[config.mk]
export PLATFORM = sky130hd
export DESIGN_NAME = bid_core
export DESIGN_NICKNAME = d
export VERILOG_FILES = /design/src/hdl/bid_pkg.sv /design/src/hdl/bid_core.sv /design/src/hdl/bid_decode.sv
export SDC_FILE = /design/constraint.sdc
export NUM_CORES = 1
export LEC_CHECK = 0
export BUFFER_PORTS_ARGS = -buffer_cell sky130_fd_sc_hd__buf_2
export CAP_MARGIN = 10
export CORE_MARGIN = 5
export CORE_UTILIZATION = 35
export DETAILED_ROUTE_END_ITERATION = 10
export SKIP_LAST_GASP = 1
export SLEW_MARGIN = 20
export SYNTH_ARGS = -nofsm -noshare
export SYNTH_HDL_FRONTEND = slang
export SYNTH_SLANG_ARGS = --single-unit
export TNS_END_PERCENT = 5
[constraint.sdc]
create_clock -name i_core_clk -period 1.8 [get_ports i_core_clk]
set_input_delay 0.36 -clock i_core_clk [delete_from_list [all_inputs] [get_ports i_core_clk]]
set_output_delay 0.36 -clock i_core_clk [all_outputs]
set_load 0.1 [all_outputs]
[src/hdl/bid_pkg.sv]
// constants for the four-instruction decode and execute block
package bid_pkg;
  localparam int unsigned INSN_W = 14;
  localparam int unsigned PC_W = 13;
  localparam int unsigned DATA_W = 8;
  localparam int unsigned FADDR_W = 7;
  // opcode patterns
  localparam logic [2:0] OPC_JUMP = 3'h5;
  localparam logic [5:0] OPC_INC_SKIP = 6'h0f;
  localparam logic [5:0] OPC_INC = 6'h0a;
  localparam logic [5:0] OPC_OR_LIT = 6'h38;
  // field positions
  localparam int unsigned OPC_MSB = 13;
  localparam int unsigned JUMP_OPC_LSB = 11;
  localparam int unsigned OPC_LSB = 8;
  localparam int unsigned JUMP_TGT_W = 11;
  localparam int unsigned DEST_BIT = 7;
  localparam int unsigned LATCH_LO = 3;
  // reset values and increment step
  localparam logic [DATA_W-1:0] ACC_RST = 8'h00;
  localparam logic [PC_W-1:0] PC_RST = 13'h0000;
  localparam logic [DATA_W-1:0] INC_ONE = 8'h01;
  typedef enum logic [1:0] {
    BID_EXEC = 2'b00,
    BID_FLUSH = 2'b01
  } bid_state_t;
endpackage : bid_pkg

[src/hdl/bid_core.sv]
// execute stage for jump, increment, increment-skip and or-literal
`timescale 1ns/1ps
// Notes on behaviour
// RULE1 - jump loads its 11-bit target into pc bits 10..0
// RULE2 - jump fills pc bits 12..11 from upper latch bits 4..3
// RULE3 - jump takes two cycles and changes no flags
// RULE4 - increment-skip adds one, writes accumulator if dest 0, else the register
// RULE5 - zero result flushes fetched next instruction as nop; no flags change
// RULE6 - or-literal ors literal into accumulator in one cycle, sets zero flag
// RULE7 - plain increment adds one, writes destination, sets zero flag, one cycle
module bid_core
  import bid_pkg::*;
(
  input wire logic i_core_clk,
  input wire logic i_nrst,
  input wire logic i_insn_valid,
  input wire logic [bid_pkg::INSN_W-1:0] i_insn,
  input wire logic [bid_pkg::PC_W-1:0] i_pc,
  input wire logic [bid_pkg::DATA_W-1:0] i_pc_upper_latch,
  input wire logic [bid_pkg::DATA_W-1:0] i_file_rdata,
  output logic [bid_pkg::FADDR_W-1:0] o_file_addr,
  output logic o_file_we,
  output logic [bid_pkg::DATA_W-1:0] o_file_wdata,
  output logic [bid_pkg::DATA_W-1:0] o_accum,
  output logic o_zero_we,
  output logic o_zero,
  output logic o_pc_load,
  output logic [bid_pkg::PC_W-1:0] o_pc,
  output logic o_flush,
  output logic o_busy
);
  import bid_pkg::*;

  // high when every bit of a data word is clear
  function automatic logic is_null(input logic [DATA_W-1:0] v);
    return (v == '0);
  endfunction : is_null

  // decoded opcode strobes
  wire logic is_jump;
  wire logic is_inc_skip;
  wire logic is_inc;
  wire logic is_or_lit;

  bid_decode u_decode (
    .i_insn(i_insn),
    .o_is_jump(is_jump),
    .o_is_inc_skip(is_inc_skip),
    .o_is_inc(is_inc),
    .o_is_or_lit(is_or_lit)
  );

  // state and output registers
  bid_state_t state_q;
  bid_state_t state_d;
  logic busy_q;
  logic busy_d;
  logic [FADDR_W-1:0] file_addr_q;
  logic [FADDR_W-1:0] file_addr_d;
  logic file_we_q;
  logic file_we_d;
  logic [DATA_W-1:0] file_wdata_q;
  logic [DATA_W-1:0] file_wdata_d;
  logic [DATA_W-1:0] accum_q;
  logic [DATA_W-1:0] accum_d;
  logic zero_we_q;
  logic zero_we_d;
  logic zero_q;
  logic zero_d;
  logic pc_load_q;
  logic pc_load_d;
  logic [PC_W-1:0] pc_q;
  logic [PC_W-1:0] pc_d;
  logic flush_q;
  logic flush_d;

  // an instruction executes only outside the flush cycle
  wire logic exec = i_insn_valid && (state_q == BID_EXEC);
  wire logic dest_file = i_insn[DEST_BIT];
  wire logic [FADDR_W-1:0] faddr = i_insn[FADDR_W-1:0];
  wire logic [DATA_W-1:0] lit_val = i_insn[DATA_W-1:0];

  wire logic do_jump = exec && is_jump;
  wire logic do_inc_skip = exec && is_inc_skip;
  wire logic do_inc = exec && is_inc;
  wire logic do_or_lit = exec && is_or_lit;
  wire logic do_any_inc = do_inc || do_inc_skip;

  // RULE4 RULE7 incremented operand
  wire logic [DATA_W-1:0] inc_sum = i_file_rdata + INC_ONE;
  wire logic inc_null = is_null(inc_sum);
  // RULE6 ored literal
  wire logic [DATA_W-1:0] or_res = accum_q | lit_val;
  wire logic or_null = is_null(or_res);
  // RULE1 RULE2 jump target
  wire logic [PC_W-1:0] jump_pc = {i_pc_upper_latch[LATCH_LO+1:LATCH_LO], i_insn[JUMP_TGT_W-1:0]};
  // RULE5 skip on null
  wire logic skip = do_inc_skip && inc_null;
  // RULE3 RULE5 second cycle
  wire logic need_flush = skip || do_jump;

  // RULE4 RULE7 file write back
  wire logic file_sel = do_any_inc && dest_file;
  // RULE4 RULE6 RULE7 accumulator write
  wire logic acc_sel = (do_any_inc && !dest_file) || do_or_lit;
  // RULE3 RULE5 RULE6 RULE7 zero flag owners
  wire logic zero_sel = do_inc || do_or_lit;

  assign file_we_d = file_sel;
  assign file_addr_d = faddr;
  assign file_wdata_d = inc_sum;
  assign accum_d = acc_sel ? (do_or_lit ? or_res : inc_sum) : accum_q;
  assign zero_we_d = zero_sel;
  assign zero_d = zero_sel ? (do_or_lit ? or_null : inc_null) : zero_q;
  assign pc_load_d = do_jump;
  assign pc_d = do_jump ? jump_pc : pc_q;
  assign flush_d = need_flush;
  assign busy_d = (state_d == BID_FLUSH);

  always_comb begin
    state_d = state_q;
    unique case (state_q)
      BID_EXEC: begin
        if (need_flush) begin
          state_d = BID_FLUSH;
        end
      end
      BID_FLUSH: begin
        state_d = BID_EXEC;
      end
      default: begin
        state_d = BID_EXEC;
      end
    endcase
  end

  always_ff @(posedge i_core_clk) begin
    if (!i_nrst) begin
      state_q <= BID_EXEC;
    end else begin
      state_q <= state_d;
    end
  end

  always_ff @(posedge i_core_clk) begin
    if (!i_nrst) begin
      busy_q <= 1'b0;
    end else begin
      busy_q <= busy_d;
    end
  end

  always_ff @(posedge i_core_clk) begin
    if (!i_nrst) begin
      file_we_q <= 1'b0;
    end else begin
      file_we_q <= file_we_d;
    end
  end

  always_ff @(posedge i_core_clk) begin
    if (!i_nrst) begin
      file_addr_q <= '0;
    end else begin
      file_addr_q <= file_addr_d;
    end
  end

  always_ff @(posedge i_core_clk) begin
    if (!i_nrst) begin
      file_wdata_q <= ACC_RST;
    end else begin
      file_wdata_q <= file_wdata_d;
    end
  end

  always_ff @(posedge i_core_clk) begin
    if (!i_nrst) begin
      accum_q <= ACC_RST;
    end else begin
      accum_q <= accum_d;
    end
  end

  always_ff @(posedge i_core_clk) begin
    if (!i_nrst) begin
      zero_we_q <= 1'b0;
    end else begin
      zero_we_q <= zero_we_d;
    end
  end

  always_ff @(posedge i_core_clk) begin
    if (!i_nrst) begin
      zero_q <= 1'b0;
    end else begin
      zero_q <= zero_d;
    end
  end

  always_ff @(posedge i_core_clk) begin
    if (!i_nrst) begin
      pc_load_q <= 1'b0;
    end else begin
      pc_load_q <= pc_load_d;
    end
  end

  always_ff @(posedge i_core_clk) begin
    if (!i_nrst) begin
      pc_q <= PC_RST;
    end else begin
      pc_q <= pc_d;
    end
  end

  always_ff @(posedge i_core_clk) begin
    if (!i_nrst) begin
      flush_q <= 1'b0;
    end else begin
      flush_q <= flush_d;
    end
  end

  assign o_file_addr = file_addr_q;
  assign o_file_we = file_we_q;
  assign o_file_wdata = file_wdata_q;
  assign o_accum = accum_q;
  assign o_zero_we = zero_we_q;
  assign o_zero = zero_q;
  assign o_pc_load = pc_load_q;
  assign o_pc = pc_q;
  assign o_flush = flush_q;
  assign o_busy = busy_q;
endmodule : bid_core

[src/hdl/bid_decode.sv]
// opcode decoder for the four supported instructions
`timescale 1ns/1ps
module bid_decode
  import bid_pkg::*;
(
  input wire logic [bid_pkg::INSN_W-1:0] i_insn,
  output logic o_is_jump,
  output logic o_is_inc_skip,
  output logic o_is_inc,
  output logic o_is_or_lit
);
  import bid_pkg::*;

  assign o_is_jump = (i_insn[OPC_MSB:JUMP_OPC_LSB] == OPC_JUMP);
  assign o_is_inc_skip = (i_insn[OPC_MSB:OPC_LSB] == OPC_INC_SKIP);
  assign o_is_inc = (i_insn[OPC_MSB:OPC_LSB] == OPC_INC);
  assign o_is_or_lit = (i_insn[OPC_MSB:OPC_LSB] == OPC_OR_LIT);
endmodule : bid_decode

==> flow_summary.ini, run 1 <==
[clock_network]
clk_path_buf_depth = 2
cts_hold_buf = 0
cts-htree-levels = 2
cts_root_buf = clkbuf_8
cts_num_sinks = 44
cts_made_buffers = 5
clk_pin_slew_worst_paths_ps = 80
cts_setup_buffers = 0
cts_tree = built
clock_latency_ps = 290
cts_resized = 0

[worst_setup_path]
start_kind = flop
cp.arrival_ps = 1970
cpMaxStageDelayCell = or4_4
cp.buffers_inverters = 0
crit_path_max_incr_delay_ps = 580
worst-path-stages = 5
critPathMaxFanout = 8
crit_path_end = o_accum[2]
endpoint_kind = flop
crit_chain = nand4bb_4, or4_4, o41ai_2, o21ai_0, a21oi_1
r2r_cells = 5
crit_start = state_q[0]
r2r-start = state_q[0]
critPathKind = reg2reg
crit_required_ps = 2030
rr_endpoint = o_accum[2]
rrSetupSlack_ps = 60
crit_family = simple AND/OR/NAND/NOR gates

[global_routing]
grt_use_total_pct = 13.7
grt_antenna_before_repair = 0
grt-ovfl-total = 0
grt_pass1_vias = 1423
grt_max_degree = 16
grt_first_pass_wirelength_mm = 6.76

[routing]
wl_met3_um = 345
vias_per_cell = 4.67
dr_wl_met2_mm = 1.89
wl_mm = 4.18
drc_errors = 0
vias = 1508
wl_per_cell_um = 12.9
drt-met1-wl_mm = 1.89
top_layer = met4
first_iter_violations = 47
first_pass_iters = 4
ant_nets = 0

[power_and_ir_drop]
ir_drop_uv = 371
combPwrFrac_pct = 18.3
intPower_mw = 1.40
swShare_pct = 30.0
p_sw_mw = 0.600
powerDensity_nw_per_um2 = 871
leakage_nw = 1.10
seqPwrFrac_pct = 50.4
clockPowerShare_pct = 31.3
power.total_mw = 2.00

[die]
design.core.area_um2 = 4790
dieArea_um2 = 6480
die_w_um = 80.5
start_util_pct = 36.4
std_cell_rows = 25
io_pins = 88
die-height_um = 80.5

[placement]
port_buffers = 68
dpl.hpwl_mm = 3.30
gp_congestion = 0.739

[yosys]
ys_types = 37
synth_warnings = 0
yosys-top-cells-area = dfxtp_1 (51%), mux2i_1 (6.3%), nor2b_1 (5.4%), and2_1 (4.7%), o21ai_0 (3.2%)
seq_area_frac_synth_pct = 50.6
synth_nets = 224
synth.ff_latch_count = 44
netlist_area_um2 = 1740
syn_area_per_cell_um2 = 9.83
synth_largest_area_cell = dfxtp_1
synth_top_area_share_pct = 50.6
netlist_instances = 177

[sta]
hold-worst-slack_ps = 305
rsz0062_at_grt = yes
finClkSkew_ps = 8.28
setup_viol = 0
fin_crit_sh_pct = 96.4
fmax_ghz = 0.576
finalCriticalPeriod_ps = 1740
slew_violations = 0
timing.slew.headroom_pct = 55.7
worst_pin_slew_ps = 657
hold_viol_final = 0

[finish]
final_layout_size_suffix_gt1_share_pct = 34.4
synthToLayoutAreaGrowth_pct = 32.0
fin_nets = 302
antenna_cells = 0

[hold_path]
min_path_type = in2reg

[status]
status = finished clean

[flow_run]
maxCapViolCount = 0
[placed cells by master (no fill, tap or decap), types with 2 or more instances in the layout]
cell type	count
a21boi_0	2
a21oi_1	7
and2_1	13
buf_2	68
buf_4	11
clkbuf_1	2
clkbuf_8	6
dfxtp_1	44
inv_1	11
mux2i_1	11
nand2_1	8
nand3_1	8
nor2_1	5
nor2b_1	15
nor4_1	4
o21a_1	2
o21ai_0	8
o21ai_1	4
o221a_1	2
o31ai_1	3
xnor2_1	6
[layout make-up]
| type | count | area, µm² |
|---|---|---|
| multi-input cells | 114 | 778 |
| repair buffers | 79 | 423 |
| flip-flops and latches | 44 | 881 |
| well taps | 67 | 83.8 |
| fillers | 487 | 2490 |
| clock buffers | 8 | 90.1 |
| inverters | 11 | 41.3 |
[cell families (layout without fill, tap and decap cells)]
group	after synthesis	count (layout)	share of synthesized area [%]
other cells	1	1	0.215
mux	11	11	6.33
simple gates	61	61	21.4
compound gates	33	33	12.6
flops	44	44	50.6
xor+xnor	7	7	3.52
fa+ha+maj	1	1	0.719
buf+inv	19	98	4.67
[worst register-to-register path, cell delays in order, from the launching register on]
cell and delay, ps:
dfxtp_1 300, nand4bb_4 250, or4_4 580, o41ai_2 150, o21ai_0 220, a21oi_1 170
[per-stage QoR]
stage / cell area [µm²] / TNS (ps) / utilization [%] / instances / setup WS, ps
3_5_place_dp: 2210 / -24.5 / 46.1 / 315 / -18.2
6_report: 2300 / 0 / 48.0 / 323 / 64.7
4_1_cts: 2300 / 0 / 48.0 / 323 / 45.7
2_1_floorplan: 1740 / 0 / - / 177 / 159
3_3_place_gp: 2210 / 0 / 46.1 / 315 / 11.2
5_1_grt: 2300 / -213 / 48.0 / 323 / -58.7
[sequential cells by signal, indices dropped and copies added (netlist names)]
signal,cells
o_file_addr,7
state_q,2
o_accum,8
o_file_wdata,8
o_pc,13
o_zero_we,1
o_pc_load,1
o_busy,1
o_flush,1
o_zero,1
o_file_we,1
[synthesized netlist by cell type (all sizes together)]
| cell type | n |
|---|---|
| a2111oi | 1 |
| a211o | 1 |
| a21boi | 2 |
| a21oi | 7 |
| a31oi | 1 |
| and2 | 13 |
| and4 | 1 |
| buf | 2 |
| clkbuf | 6 |
| conb | 1 |
| dfxtp | 44 |
| ha | 1 |
| inv | 11 |
| mux2i | 11 |
| nand2 | 8 |
| nand3 | 8 |
| nand3b | 1 |
| nand4 | 1 |
| nand4b | 1 |
| nand4bb | 1 |
| nor2 | 5 |
| nor2b | 15 |
| nor3 | 1 |
| nor4 | 4 |
| o21a | 2 |
| o21ai | 12 |
| o221a | 2 |
| o221ai | 1 |
| o31ai | 3 |
| o41ai | 1 |
| or4 | 2 |
| xnor2 | 6 |
| xor2 | 1 |
[worst min-delay path by stage]
stage,from,to,depth (start not counted)
floorplan,i_file_rdata[0],o_file_wdata[0],1
global placement,o_accum[3],o_accum[3],2
detailed placement,o_pc[12],o_pc[12],2
CTS,i_file_rdata[0],o_file_wdata[0],2
global route,i_pc_upper_latch[3],o_pc[11],3
finish,i_file_rdata[0],o_file_wdata[0],2
[power by group through the flow]
stage | registers (mW) | logic (mW) | clock network, mW
CTS | 1.01 | 0.369 | 0.651
floorplan | 1.22 | 0.0748 | 0
finish | 1.01 | 0.367 | 0.626
global route | 1.01 | 0.389 | 0.706
detailed placement | 1.03 | 0.368 | 0
global placement | 1.03 | 0.369 | 0
[layer usage]
metal / vias up / track usage (%)
met5: - / 0
met4: 0 / 3.55
met3: 5 / 5.83
met2: 51 / 21.8
met1: 692 / 17.0
li1: 760 / -
No activity file was read; power rests on OpenSTA's default activity.
==> run 2: changes to the inputs <==
--- a/config.mk
+++ b/config.mk
@@ -8,8 +8,9 @@
 export BUFFER_PORTS_ARGS = -buffer_cell sky130_fd_sc_hd__buf_2
 export CAP_MARGIN = 10
 export CORE_MARGIN = 5
-export CORE_UTILIZATION = 35
+export CORE_UTILIZATION = 45
 export DETAILED_ROUTE_END_ITERATION = 10
+export PLACE_DENSITY = 0.79
 export SKIP_LAST_GASP = 1
 export SLEW_MARGIN = 20
 export SYNTH_ARGS = -nofsm -noshare
==> run 2 against run 1 <==
Effect of this change:
- critical path type unchanged
- highest routed layer unchanged
- largest power group unchanged
- cell count down 6.5%
- design area down 0.11%
- via count down 1.2%
- die area down 20%
==> flow_summary.ini, run 2 (same netlist as run 1, synthesis figures left out) <==
[power_and_ir_drop]
power.total_mw = 2.18
p_sw_mw = 0.604
ir_drop_uv = 481
swShare_pct = 27.7
powerDensity_nw_per_um2 = 950
leakage_nw = 1.10
clockPowerShare_pct = 37.0
seqPwrFrac_pct = 46.2
intPower_mw = 1.57
combPwrFrac_pct = 16.7

[sta]
setup_tns_ps = 0
setup_viol = 0
hold-worst-slack_ps = 299
rsz0062_at_grt = yes
slew_violations = 0
fin_crit_sh_pct = 96.3
timing.slew.headroom_pct = 60.1
finClkSkew_ps = 2.04
layout_setup_ws_ps = 66.8
fmax_ghz = 0.577
hold_viol_final = 0
worst_pin_slew_ps = 592
finalCriticalPeriod_ps = 1730

[clock_network]
cts_made_buffers = 5
cts_tree = built
clk_pin_slew_worst_paths_ps = 80
cts-htree-levels = 2
clock_latency_ps = 290
cts_num_sinks = 44
cts_root_buf = clkbuf_8
clk_path_buf_depth = 2

[global_routing]
grt_max_degree = 30
grt_antenna_before_repair = 0
grt_first_pass_wirelength_mm = 6.47
grt_use_total_pct = 15.8
grt-ovfl-total = 0
grt_pass1_vias = 1440

[finish]
final_layout_size_suffix_gt1_share_pct = 34.6
final_cells = 302
synthToLayoutAreaGrowth_pct = 31.8
antenna_cells = 0
fin_nets = 300
layout_commonest_cell = buf_2
layout_common_cells = buf_2 (68), dfxtp_1 (44), nor2b_1 (15), and2_1 (13)
largest_register_ffs = 13

[placement]
gp_congestion = 0.770
dpl.hpwl_mm = 3.16
port_buffers = 68
dp_cells = 294
dpl_worst_slack_ps = -1.73

[die]
std_cell_rows = 22
die-height_um = 72.2
start_util_pct = 46.8
io_pins = 88
die_w_um = 72.2
design.core.area_um2 = 3720
dieArea_um2 = 5210

[worst_setup_path]
crit_required_ps = 2030
crit_chain = nand4bb_4, or4_4, o41ai_2, o21ai_0, a21oi_1
critPathKind = reg2reg
cp.arrival_ps = 1960
crit_path_max_incr_delay_ps = 570
endpoint_kind = flop
start_kind = flop
cpMaxStageDelayCell = or4_4
rrSetupSlack_ps = 70
crit_family = simple AND/OR/NAND/NOR gates
cp.buffers_inverters = 0
critPathMaxFanout = 8

[status]
status = finished clean

[routing]
vias = 1490
drc_errors = 0
wl_per_cell_um = 13.1
first_iter_violations = 84
ant_nets = 0
first_pass_iters = 4
vias_per_cell = 4.93
wl_mm = 3.96

[hold_path]
min_path_type = in2reg

[flow_run]
maxCapViolCount = 0
[run 2: changes by cell type in the layout (fill, tap and decap cells not counted)]
cell / before / now
clkbuf_1: 2 / 0
o21ai_1: 4 / 2
bufinv_16: 0 / 1
o21ai_0: 8 / 10
buf_4: 11 / 9
clkbuf_8: 6 / 7
[run 2: power groups by stage]
stage / Clock (mW) / Sequential (mW) / Combinational (mW)
6_report: 0.807 / 1.01 / 0.364
5_1_grt: 0.863 / 1.01 / 0.384
4_1_cts: 0.830 / 1.01 / 0.365
3_5_place_dp: 0 / 1.03 / 0.365
3_3_place_gp: 0 / 1.03 / 0.361
2_1_floorplan: 0 / 1.22 / 0.0748
[run 2: layout make-up]
| class | instances | area [µm²] |
|---|---|---|
| Inverter | 11 | 41.3 |
| Multi-Input combinational cell | 114 | 778 |
| Sequential cell | 44 | 881 |
| Clock inverter | 1 | 30.0 |
| Clock buffer | 7 | 96.3 |
| Timing Repair Buffer | 77 | 408 |
| Tap cell | 48 | 60.1 |
| Fill cell | 341 | 1420 |
[run 2: metrics by stage]
stage / area [µm²] / utilization, %
detailed placement: 2170 / 58.4
global route: 2290 / 61.8
finish: 2290 / 61.8
CTS: 2290 / 61.8
global placement: 2170 / 58.4
floorplan: 1740 / -
[run 2: timing repair]
item                       4_1_cts  5_1_grt
buffers inserted                 0        0
hold buffers                     0        0
gates resized for setup          0        1
setup endpoints to repair        0        5
[run 2: worst paths after layout]
| check | from | end | cells past startpoint |
|---|---|---|---|
| worst max-delay path | state_q[0] | o_accum[6] | 5 |
| worst min-delay path | i_file_rdata[0] | o_file_wdata[0] | 2 |
| worst max register to register | state_q[0] | o_accum[6] | 5 |
| worst min register to register | o_pc[11] | o_pc[11] | 2 |
[run 2: per-layer routing]
layer	vias to the layer above	global-route usage, %	share of wire (%)
met5	-	0	0
met4	0	5.22	0.78
met3	2	5.68	9.2
met2	51	25.9	47
met1	679	19.1	43
li1	758	-	-
